### config.mk
export PLATFORM = sky130hd
export DESIGN_NAME = port_blink_pwm_output_control
export DESIGN_NICKNAME = d
export VERILOG_FILES = /design/src/hdl/port_pwm_pkg.sv /design/src/hdl/port_blink_pwm_output_control.sv
export SDC_FILE = /design/constraint.sdc
export NUM_CORES = 1
export LEC_CHECK = 0
export BUFFER_PORTS_ARGS = -buffer_cell sky130_fd_sc_hd__buf_2
export CAP_MARGIN = 20
export CORE_MARGIN = 2
export CORE_UTILIZATION = 60
export CTS_BUF_LIST = sky130_fd_sc_hd__clkbuf_16
export DETAILED_ROUTE_END_ITERATION = 7
export GPL_TIMING_DRIVEN = 0
export HOLD_SLACK_MARGIN = 0.02
export MAX_ROUTING_LAYER = met4
export PLACE_DENSITY = 0.87
export SYNTH_ARGS = -nofsm -noshare
export SYNTH_HDL_FRONTEND = slang
export SYNTH_SLANG_ARGS = --single-unit
### constraint.sdc
create_clock -name clk -period 7.2 [get_ports clk]
set_input_delay 0.72 -clock clk [delete_from_list [all_inputs] [get_ports clk]]
set_output_delay 0.72 -clock clk [all_outputs]
set_load 0.1 [all_outputs]
### src/hdl/port_pwm_pkg.sv
package port_pwm_pkg;

    // Register address codes
    localparam logic [7:0] ADDR_INPUT_LEVELS = 8'h00;
    localparam logic [7:0] ADDR_PHASE_ZERO   = 8'h01;
    localparam logic [7:0] ADDR_DIRECTION    = 8'h03;
    localparam logic [7:0] ADDR_PHASE_ONE    = 8'h09;
    localparam logic [7:0] ADDR_MASTER       = 8'h0E;
    localparam logic [7:0] ADDR_CONFIG       = 8'h0F;
    localparam logic [7:0] ADDR_INTENSITY0   = 8'h10;
    localparam logic [7:0] ADDR_INTENSITY3   = 8'h13;

    // Power-up values
    localparam logic [7:0] RESET_LEVELS      = 8'hFF;
    localparam logic [7:0] RESET_DIRECTION   = 8'hFF;
    localparam logic [7:0] RESET_MASTER      = 8'h0F;
    localparam logic [7:0] RESET_CONFIG      = 8'h0C;
    localparam logic [7:0] RESET_INTENSITY   = 8'hFF;
    localparam logic [7:0] READ_UNMAPPED     = 8'h00;

    // Configuration register bit positions
    localparam int CFG_BLINK_BIT  = 0;
    localparam int CFG_FLIP_BIT   = 1;
    localparam int CFG_GLOBAL_BIT = 2;
    localparam int CFG_INT_EN_BIT = 3;
    localparam int CFG_FIRST_BIT  = 4;
    localparam int CFG_SECOND_BIT = 5;

    // Master register fields
    localparam int MASTER_LSB = 4;
    localparam int NIBBLE     = 4;

    // PWM timing
    localparam int CLK_FREQ_HZ  = 40_000_000;
    localparam int OSC_FREQ_HZ  = 32_000;
    localparam int OSC_DIV      = CLK_FREQ_HZ / OSC_FREQ_HZ;
    localparam int SLOT_COUNT   = 15;
    localparam int CYCLE_COUNT  = 16;
    localparam logic [3:0] SETTING_STATIC = 4'hF;
    localparam logic [3:0] LAST_SLOT      = 4'(SLOT_COUNT - 1);
    localparam logic [3:0] LAST_CYCLE     = 4'(CYCLE_COUNT - 1);

    typedef struct packed {
        logic ninth_level_second_bit;
        logic ninth_level_first_bit;
        logic int_enable;
        logic shared_level_flag;
        logic phase_flip_flag;
        logic blink_on_flag;
    } config_type;

endpackage : port_pwm_pkg

### src/hdl/port_blink_pwm_output_control.sv
`timescale 1ns/100ps

// How it works
// - blink flag and flip pick the level register
// - blink off uses phase-zero register only
// - level one releases port, zero pulls low
// - direction register: one input, zero output
// - level registers read back stored contents
// - ninth output set by two control bits
// - oscillator near 32kHz, stopped when PWM off
// - period of fifteen slots of sixteen cycles
// - master value gates one to fifteen slots
// - per-output setting acts inside gated slots
// - setting fifteen gives static level, no PWM
// - phase-zero bit sets level during on-time
// - blink phases each set on-time level
// - ninth field doubles as global setting
// - master and ninth fields form global control
// - global setting covers every output together
// - master zero stops oscillator, outputs static
// - intensity byte holds odd high, even low
// - ninth phase levels from first, second bits
module port_blink_pwm_output_control
    import port_pwm_pkg::*;
#(
    parameter int PORTS = 8
) (
    input  wire logic             clk,
    input  wire logic             rst,
    input  wire logic [7:0]       reg_addr,
    input  wire logic [7:0]       reg_wdata,
    input  wire logic             reg_write,
    input  wire logic             reg_read,
    output logic      [7:0]       reg_rdata,
    input  wire logic [PORTS-1:0] port_in,
    output logic      [PORTS-1:0] port_out,
    output logic      [PORTS-1:0] port_drive_n,
    output logic                  ninth_output,
    output logic                  ninth_drive_n
);

    logic [7:0]       phase_zero_levels;
    logic [7:0]       phase_one_levels;
    logic [7:0]       port_direction;
    logic [7:0]       master_reg;
    config_type       cfg;
    logic [7:0]       intensity_regs [4];
    logic [10:0]      osc_div;
    logic [3:0]       slot;
    logic [3:0]       cycle;
    logic             osc_tick;
    logic [3:0]       master;
    logic [3:0]       global_setting;
    logic [7:0]       selected_levels;
    logic [PORTS-1:0] next_drive_n;
    logic             ninth_level;
    logic             next_ninth_drive_n;

    localparam logic [10:0] DIV_LAST = 11'(OSC_DIV - 1);

    function automatic logic pin_level(input logic lvl, input logic [3:0] setting,
                                       input logic [3:0] mstr, input logic [3:0] s,
                                       input logic [3:0] c);
        logic on_time;
        on_time = 1'b1;
        if (setting != SETTING_STATIC && mstr != 4'h0) begin
            on_time = (s < mstr) && (c <= setting);
        end
        return on_time ? lvl : ~lvl;
    endfunction : pin_level

    assign master         = master_reg[MASTER_LSB +: NIBBLE];
    assign global_setting = master_reg[NIBBLE-1:0];
    assign osc_tick       = (osc_div == DIV_LAST);

    ////////////////////////////////////////////////////////////////////////////
    // Register writes

    always_ff @(posedge clk or posedge rst) begin
        if (rst) begin
            phase_zero_levels <= RESET_LEVELS;
            phase_one_levels  <= RESET_LEVELS;
            port_direction    <= RESET_DIRECTION;
            master_reg        <= RESET_MASTER;
            cfg               <= config_type'(RESET_CONFIG[5:0]);
            for (int i = 0; i < 4; i++) begin
                intensity_regs[i] <= RESET_INTENSITY;
            end
        end else if (reg_write) begin
            unique case (reg_addr)
                ADDR_PHASE_ZERO: phase_zero_levels <= reg_wdata;
                ADDR_PHASE_ONE:  phase_one_levels  <= reg_wdata;
                ADDR_DIRECTION:  port_direction    <= reg_wdata;
                ADDR_MASTER:     master_reg        <= reg_wdata;
                ADDR_CONFIG:     cfg               <= config_type'(reg_wdata[5:0]);
                default: begin
                    if (reg_addr >= ADDR_INTENSITY0 && reg_addr <= ADDR_INTENSITY3) begin
                        intensity_regs[reg_addr[1:0]] <= reg_wdata;
                    end
                end
            endcase
        end
    end

    ////////////////////////////////////////////////////////////////////////////
    // Register reads, one cycle after the read strobe

    always_ff @(posedge clk or posedge rst) begin
        if (rst) begin
            reg_rdata <= READ_UNMAPPED;
        end else if (reg_read) begin
            unique case (reg_addr)
                ADDR_INPUT_LEVELS: reg_rdata <= port_in;
                ADDR_PHASE_ZERO:   reg_rdata <= phase_zero_levels;
                ADDR_PHASE_ONE:    reg_rdata <= phase_one_levels;
                ADDR_DIRECTION:    reg_rdata <= port_direction;
                ADDR_MASTER:       reg_rdata <= master_reg;
                ADDR_CONFIG:       reg_rdata <= {2'b00, cfg};
                default: begin
                    if (reg_addr >= ADDR_INTENSITY0 && reg_addr <= ADDR_INTENSITY3) begin
                        reg_rdata <= intensity_regs[reg_addr[1:0]];
                    end else begin
                        reg_rdata <= READ_UNMAPPED;
                    end
                end
            endcase
        end
    end

    ////////////////////////////////////////////////////////////////////////////
    // PWM oscillator and counters, held at zero while master is zero

    always_ff @(posedge clk or posedge rst) begin
        if (rst) begin
            osc_div <= '0;
        end else if (master == 4'h0 || osc_tick) begin
            osc_div <= '0;
        end else begin
            osc_div <= osc_div + 11'd1;
        end
    end

    always_ff @(posedge clk or posedge rst) begin
        if (rst) begin
            slot  <= '0;
            cycle <= '0;
        end else if (master == 4'h0) begin
            slot  <= '0;
            cycle <= '0;
        end else if (osc_tick) begin
            cycle <= cycle + 4'd1;
            if (cycle == LAST_CYCLE) begin
                slot <= (slot == LAST_SLOT) ? 4'h0 : slot + 4'd1;
            end
        end
    end

    ////////////////////////////////////////////////////////////////////////////
    // Output pins

    always_comb begin
        logic [3:0] setting;
        setting = 4'h0;
        selected_levels = (cfg.blink_on_flag && cfg.phase_flip_flag) ?
                          phase_one_levels : phase_zero_levels;
        for (int i = 0; i < PORTS; i++) begin
            setting = cfg.shared_level_flag ? global_setting :
                      intensity_regs[i/2][(i%2)*NIBBLE +: NIBBLE];
            next_drive_n[i] = port_direction[i] |
                pin_level(selected_levels[i], setting, master, slot, cycle);
        end
        ninth_level = (cfg.blink_on_flag && cfg.phase_flip_flag) ?
                      cfg.ninth_level_second_bit : cfg.ninth_level_first_bit;
        next_ninth_drive_n = cfg.int_enable |
            pin_level(ninth_level, global_setting, master, slot, cycle);
    end

    always_ff @(posedge clk or posedge rst) begin
        if (rst) begin
            port_drive_n  <= '1;
            ninth_drive_n <= 1'b1;
        end else begin
            port_drive_n  <= next_drive_n;
            ninth_drive_n <= next_ninth_drive_n;
        end
    end

    // Open drain: the driven value is always low
    assign port_out     = '0;
    assign ninth_output = 1'b0;

    ////////////////////////////////////////////////////////////////////////////
    // Checks

    property p_inputs_released;
        @(posedge clk) disable iff (rst)
        1'b1 |=> ((port_drive_n | ~$past(port_direction[PORTS-1:0])) == '1);
    endproperty
    a_inputs_released: assert property (p_inputs_released)
        else $error("input port driven low");

    property p_blink_off_phase_zero;
        @(posedge clk) disable iff (rst)
        (!cfg.blink_on_flag && master == 4'h0 && port_direction == 8'h00)
        |=> (port_drive_n == $past(phase_zero_levels[PORTS-1:0]));
    endproperty
    a_blink_off_phase_zero: assert property (p_blink_off_phase_zero)
        else $error("blink off did not follow phase-zero levels");

    property p_blink_phase_one;
        @(posedge clk) disable iff (rst)
        (cfg.blink_on_flag && cfg.phase_flip_flag && master == 4'h0 &&
         port_direction == 8'h00)
        |=> (port_drive_n == $past(phase_one_levels[PORTS-1:0]));
    endproperty
    a_blink_phase_one: assert property (p_blink_phase_one)
        else $error("flipped blink did not follow phase-one levels");

    property p_osc_stopped;
        @(posedge clk) disable iff (rst)
        (master == 4'h0) |=> (osc_div == '0 && slot == '0 && cycle == '0);
    endproperty
    a_osc_stopped: assert property (p_osc_stopped)
        else $error("oscillator ran with master zero");

    property p_period_wrap;
        @(posedge clk) disable iff (rst)
        (osc_tick && slot == LAST_SLOT && cycle == LAST_CYCLE && master != 4'h0)
        |=> (slot == 4'h0 && cycle == 4'h0);
    endproperty
    a_period_wrap: assert property (p_period_wrap)
        else $error("period did not wrap after last slot");

    property p_tick_spacing;
        @(posedge clk) disable iff (rst)
        (osc_tick && master != 4'h0) |=> (!osc_tick)[*8];
    endproperty
    a_tick_spacing: assert property (p_tick_spacing)
        else $error("oscillator ticks too close together");

    property p_read_phase_one;
        @(posedge clk) disable iff (rst)
        (reg_read && reg_addr == ADDR_PHASE_ONE) |=> (reg_rdata == $past(phase_one_levels));
    endproperty
    a_read_phase_one: assert property (p_read_phase_one)
        else $error("phase-one read back wrong");

    property p_direction_write;
        @(posedge clk) disable iff (rst)
        (reg_write && reg_addr == ADDR_DIRECTION) |=> (port_direction == $past(reg_wdata));
    endproperty
    a_direction_write: assert property (p_direction_write)
        else $error("direction write lost");

    property p_full_static;
        @(posedge clk) disable iff (rst)
        (!cfg.shared_level_flag && intensity_regs[1][7:4] == SETTING_STATIC &&
         !port_direction[3] && !cfg.blink_on_flag)
        |=> (port_drive_n[3] == $past(phase_zero_levels[3]));
    endproperty
    a_full_static: assert property (p_full_static)
        else $error("full setting not static");

    property p_ungated_slot;
        @(posedge clk) disable iff (rst)
        (master != 4'h0 && slot >= master && !cfg.shared_level_flag &&
         intensity_regs[0][3:0] == 4'h0 && !port_direction[0] &&
         !cfg.blink_on_flag && !phase_zero_levels[0])
        |=> port_drive_n[0];
    endproperty
    a_ungated_slot: assert property (p_ungated_slot)
        else $error("output on outside gated slot");

    property p_global_off_time;
        @(posedge clk) disable iff (rst)
        (cfg.shared_level_flag && master != 4'h0 && global_setting == 4'h0 &&
         cycle != 4'h0 && port_direction == 8'h00 && !cfg.blink_on_flag &&
         phase_zero_levels == 8'h00)
        |=> (port_drive_n == '1);
    endproperty
    a_global_off_time: assert property (p_global_off_time)
        else $error("global setting off-time wrong");

    property p_ninth_phase_zero;
        @(posedge clk) disable iff (rst)
        (!cfg.int_enable && cfg.blink_on_flag && !cfg.phase_flip_flag && master == 4'h0)
        |=> (ninth_drive_n == $past(cfg.ninth_level_first_bit));
    endproperty
    a_ninth_phase_zero: assert property (p_ninth_phase_zero)
        else $error("ninth output phase-zero level wrong");

    property p_read_phase_zero;
        @(posedge clk) disable iff (rst)
        (reg_read && reg_addr == ADDR_PHASE_ZERO) |=> (reg_rdata == $past(phase_zero_levels));
    endproperty
    a_read_phase_zero: assert property (p_read_phase_zero)
        else $error("phase-zero read back wrong");

    property p_cycle_hold;
        @(posedge clk) disable iff (rst)
        (!osc_tick && master != 4'h0) |=> (cycle == $past(cycle) && slot == $past(slot));
    endproperty
    a_cycle_hold: assert property (p_cycle_hold)
        else $error("PWM counters moved between ticks");

    property p_slot_advance;
        @(posedge clk) disable iff (rst)
        (osc_tick && cycle == LAST_CYCLE && slot != LAST_SLOT && master != 4'h0)
        |=> (cycle == 4'h0 && slot == $past(slot) + 4'd1);
    endproperty
    a_slot_advance: assert property (p_slot_advance)
        else $error("timeslot did not advance after sixteen cycles");

    property p_gated_on_time;
        @(posedge clk) disable iff (rst)
        (master != 4'h0 && slot < master && !cfg.shared_level_flag &&
         intensity_regs[0][3:0] != SETTING_STATIC && cycle <= intensity_regs[0][3:0] &&
         !port_direction[0] && !cfg.blink_on_flag)
        |=> (port_drive_n[0] == $past(phase_zero_levels[0]));
    endproperty
    a_gated_on_time: assert property (p_gated_on_time)
        else $error("on-time level wrong inside gated slot");

    property p_shared_overrides;
        @(posedge clk) disable iff (rst)
        (cfg.shared_level_flag && !cfg.blink_on_flag && master != 4'h0 &&
         global_setting != SETTING_STATIC && cycle > global_setting)
        |=> (port_drive_n == ($past(port_direction[PORTS-1:0]) |
                              ~$past(phase_zero_levels[PORTS-1:0])));
    endproperty
    a_shared_overrides: assert property (p_shared_overrides)
        else $error("global setting did not govern every port");

    property p_ninth_off_time;
        @(posedge clk) disable iff (rst)
        (!cfg.int_enable && !cfg.blink_on_flag && master != 4'h0 &&
         global_setting != SETTING_STATIC && (slot >= master || cycle > global_setting))
        |=> (ninth_drive_n == !$past(cfg.ninth_level_first_bit));
    endproperty
    a_ninth_off_time: assert property (p_ninth_off_time)
        else $error("ninth output off-time level wrong");

endmodule : port_blink_pwm_output_control

### Word level (Yosys, flattened, before mapping)

Index checks and enable logic that the tools add are counted.

* flip-flop bits (word level): 106
* bits in latches: 0
* RAM bits: 0
* ROM bits: 0
* output and inout bits: 26
* word-level logic and storage cells: 152
* memories: 0

* $add $sub $neg: 3
* multipliers: 0
* divide/modulo/power cells: 0
* magnitude comparators: 14
* equality and inequality tests: 17
* shift operators: 0
* muxes and demuxes: 43
* bitwise logic cells: 20
* reduce and logical (&&, ||, !) cells: 35

Operator list (number)
* 4-bit 2-to-1 mux: 14
* 8-bit case mux with 6 select lines: 1
* 8-bit 2-to-1 mux: 5
* 4-bit <= comparator: 9
* 4-bit inequality test, second input constant: 9
* 32-bit bitwise mux: 1
* 8-bit by 4-bit == test with 1-bit output, second input constant: 3
* 1-bit logical AND: 21
* 1-bit 2-to-1 mux: 19
* 8-bit binary-select mux with 2-bit select: 1
* 8-bit demux with 2-bit select: 1
* 2-bit AND reduction: 6
* 11-bit by 1-bit adder with 11-bit output, second input constant: 1
* 11-bit == test, second input constant: 1
* 11-bit 2-to-1 mux: 1
* 1-bit NOT: 10
* 1-bit OR: 9
* 4-bit by 1-bit adder with 4-bit output, second input constant: 2
* 4-bit == test, second input constant: 2
* 8-bit by 1-bit == test with 1-bit output, second input constant: 1
* 8-bit by 2-bit == test with 1-bit output, second input constant: 1
* 8-bit by 5-bit greater-or-equal comparator with 1-bit output, second input constant: 1
* 8-bit by 5-bit <= comparator with 1-bit output, second input constant: 1
* 8-bit logical NOT: 1
* 10 further kinds: 11

### Logic depth before layout (Yosys ltp)

* depth in word-level cells: 6
* depth in mapped cells: 10
* gate-level depth less buffers: 8

### Worst setup path before layout

Ideal clock, no wire load.

* path kind: reg2reg
* start point: reg cfg[2] in the netlist's numbering
* end point: reg port_drive_n[6]
* setup time: 0.078 ns
* arrival time: 2.366 ns
* required time: 7.122 ns
* path slack: 4.756 ns
* cell stages (with the launch flop): 10
* cell sequence: dfstp_2 > buf_2 > clkbuf_1 > buf_1 > o21ai_0 > ha_1 > and4_1 > a21oi_1 > or4_1 > and3_1

* longest elaborated chain between the ends: 6
* elaborated cells on any way between the ends: 8

RTL lines
* start, declared: RTL line port_blink_pwm_output_control.sv:46 `config_type cfg;`
* start signal, assigned: RTL line port_blink_pwm_output_control.sv:85 `cfg <= config_type'(RESET_CONFIG[5:0]);`
* start signal, assigned: RTL line port_blink_pwm_output_control.sv:95 `ADDR_CONFIG: cfg <= config_type'(reg_wdata[5:0]);`
* 4-bit 2-to-1 mux (*): RTL line port_blink_pwm_output_control.sv:167 `setting = cfg.shared_level_flag ? global_setting :`
* 4-bit <= comparator or 4-bit inequality test (tied branches): RTL line port_blink_pwm_output_control.sv:67, port_blink_pwm_output_control.sv:66
* 1-bit logical AND (on tied branches): RTL line port_blink_pwm_output_control.sv:67, port_blink_pwm_output_control.sv:66
* 1-bit 2-to-1 mux (*): RTL line port_blink_pwm_output_control.sv:66 `if (setting != SETTING_STATIC && mstr != 4'h0) begin`
* 1-bit 2-to-1 mux (*): RTL line port_blink_pwm_output_control.sv:69 `return on_time ? lvl : ~lvl;`
* 1-bit OR (*): RTL line port_blink_pwm_output_control.sv:169 `next_drive_n[i] = port_direction[i] |`
* net next_drive_n[6]: RTL line port_blink_pwm_output_control.sv:55 `logic [PORTS-1:0] next_drive_n;`
* end signal, assigned: RTL line port_blink_pwm_output_control.sv:183 `port_drive_n <= next_drive_n;`
* end, declared: RTL line port_blink_pwm_output_control.sv:37 `output logic [PORTS-1:0] port_drive_n,`

The timed path passes the listed nets; every way through them passes the cells marked *.
A chain may end at the register's enable or synchronous reset.

### Final worst setup path

* start point: reg cfg[2] in the netlist's numbering
* end point: reg port_drive_n[0]

Same word-level chain as after synthesis.

==> results.sh <==
export IMPL_final_common_cell="mux2_2"
export IMPL_regMostFlops="intensity_regs"
export IMPL_drt_pass1_iter_count=5
export IMPL_synth_main_ff_cell="dfstp_2"
export IMPL_dpl_worst_slack_ns=4.05
export IMPL_area_growth_pct=10.5
export IMPL_timing_hold_ws_ns=0.447
export IMPL_grt_start_max_net_pins=58
export IMPL_worstSetupStartpointType="flip-flop"
export IMPL_antenna_cells=0
export IMPL_grt_pass1_wl_um=28800
export IMPL_status="complete, no violations"
export IMPL_antenna_found_initial=0
export IMPL_setup_viol=0
export IMPL_synth_top_area_cell="dfstp_2"
export IMPL_maxCapViolations=0
export IMPL_path_common_cell="a21oi_1"
export IMPL_ys_warn_count=0
export IMPL_core_um2=10900
export IMPL_drt_total_wl_um=18400
export IMPL_final_cell_mix="mux2_2 (76), dfstp_2 (71), buf_2 (51)"
export IMPL_rows=38
export IMPL_viasPerCell=6.64
export IMPL_portBuffers=40
export IMPL_rsz0062_at_grt="false"
export IMPL_crit_chain="buf_2, clkbuf_1, inv_1, nor2_1, a21oi_1, ha_1, a21oi_1, o21ai_0, a2111oi_0, nor3_1"
export IMPL_drive_above_1_share_pct=34.9
export IMPL_vdd_ir_drop_max_mv=0.222
export IMPL_clkSlewWorstSetupHoldPaths_ns=0.07
export IMPL_nets=760
export IMPL_reg_largest_list="intensity_regs x32, osc_div x11"
export IMPL_fillCellCount=836
export IMPL_fp_dieW_um=110
export IMPL_arrival_ns=3.62
export IMPL_cts_htree_levels=3
export IMPL_syn_inst=628
export IMPL_worst_slack_ns=3.86
export IMPL_fin_skew_ns=0.00477
export IMPL_power_leakage_uw=0.00355
export IMPL_synth_top_cells_by_area="dfstp_2 (27%), dfrtp_1 (13%), mux2_2 (13%)"
export IMPL_synth_edf_count=0
export IMPL_slowest_stage="dfstp_2"
export IMPL_largest_reg_flops=32
export IMPL_avgSynthCellArea_um2=10.8
export IMPL_gp_congestion=0.972
export IMPL_dieArea_um2=12200
export IMPL_endpoint_kind="flip-flop"
export IMPL_total_power_uw=1470
export IMPL_track_usage_pct=32.9
export IMPL_cellPowerDensity_nw_per_um2=196
export IMPL_ctsResizeCount=0
export IMPL_via_count=5535
export IMPL_overflow=0
export IMPL_hpwl_um=13800
export IMPL_period_share_pct=46.4
export IMPL_cts_root_buf="clkbuf_16"
export IMPL_drt_iter0_drc=523
export IMPL_initial_utilization_pct=62.1
export IMPL_ant_nets=0
export IMPL_cp_data_required_time_ns=7.48
export IMPL_cts_buffers=9
export IMPL_synth_area_um2=6790
export IMPL_route_detailed_drc=0
export IMPL_cp_max_fo=10
export IMPL_ys_seq_elements=106
export IMPL_cts_sinks=106
export IMPL_startpoint="cfg[2]$_DFFE_PP1P_"
export IMPL_drv_slew=0
export IMPL_holdBufCountCts=0
export IMPL_ys_types=61
export IMPL_cts_tree="yes"
export IMPL_clock_path_buffers=2
export IMPL_hp_class="in2async"
export IMPL_clk_latency_ns=0.37
export IMPL_slew_headroom_pct=21.5
export IMPL_slowest_delay_ns=0.51
export IMPL_post_cts_buffers=0
export IMPL_fmax_mhz=299
export IMPL_die_h_um=110
export IMPL_tns_ns=0
export IMPL_async_flop_share_pct=100
export IMPL_period_minus_slack_ns=3.34
export IMPL_first_global_vias=5646
export IMPL_ios=54
export IMPL_hold_violations=0
export IMPL_worst_pin_slew_ns=1.17
export IMPL_worstReg2RegStart="cfg[2]$_DFFE_PP1P_"
export IMPL_wl_per_cell_um=22.1
export IMPL_yosysTopAreaCellShare_pct=27.5
export IMPL_yosysSeqAreaShare_pct=40.4
export IMPL_path_class="reg2reg"
## power by group
group | switching, µW | internal, µW | leakage, µW
logic | 204 | 99.5 | 0.00223
clock network | 238 | 238 | 0.000138
registers | 37.5 | 653 | 0.00118
## per-stage QoR
step                      std cells  cell area [µm²]  util [%]
final                           833             7500      68.6
after global routing            833             7500      68.6
after CTS                       833             7500      68.6
after detailed placement        817             7220      66.1
after global placement          816             7190      65.8
after floorplan                 636             6820         -
## synth_stat cells (15+ instances only)
master	number
a21oi_1	27
and3_1	20
mux2_2	76
inv_1	25
nand2_1	29
clkbuf_1	15
mux2i_1	32
dfstp_2	71
nor2_1	40
nand3_1	20
o21ai_0	26
dfrtp_1	35
ha_1	44
## metal layers
metal  up-vias  global-route usage, %  wire length (µm)
li1       2458                      -                 -
met2       261                   53.5              9150
met1      2758                   39.8              7330
met3        58                   6.53              1210
met5         -                      -                 0
met4         0                   15.1               714
## cell families after synthesis
group | share of synthesized area [%]
AOI/OAI and AO/OA | 12.1
xor gates and xnor gates | 1.42
adders and majority gates | 8.26
buffers and inverters | 4.42
DFF | 40.4
muxes | 20.0
other | 0.0552
and+or+nand+nor | 13.3
## area by class of cell
cell class	count	area, µm²	area share (%)
plain buffers	40	206	2.75
clock buffers	9	225	3.00
clock inverters	7	50.0	0.667
inverters	25	96.3	1.28
multi-input cells	465	3780	50.4
flip-flops and latches	106	2740	36.6
well taps	140	175	2.34
repair buffers	41	228	3.04
## path summary, 6_finish.rpt
path                                                 endpoint  cells after the start  slack (ns)
worst max-delay path                port_drive_n[0]$_DFF_PP1_                     10        3.86
worst min-delay path                 reg_rdata[6]$_DFFE_PP0P_                      2        0.45
worst max register to register      port_drive_n[0]$_DFF_PP1_                     10        3.86
worst min register to register       reg_rdata[2]$_DFFE_PP0P_                      1        0.51
max in group asynchronous       port_direction[2]$_DFFE_PP1P_                      3        6.01
min in group clk                     reg_rdata[2]$_DFFE_PP0P_                      1        0.51
## worst max-delay path: cells and delay by family, from the launching register on
family,cells,cell delay [ns]
buffers and inverters,3,0.95
AOI/OAI and AO/OA,4,0.88
and+or+nand+nor,2,0.57
DFF,1,0.51
adders and majority gates,1,0.33
Power figures use the tool's default switching activity.
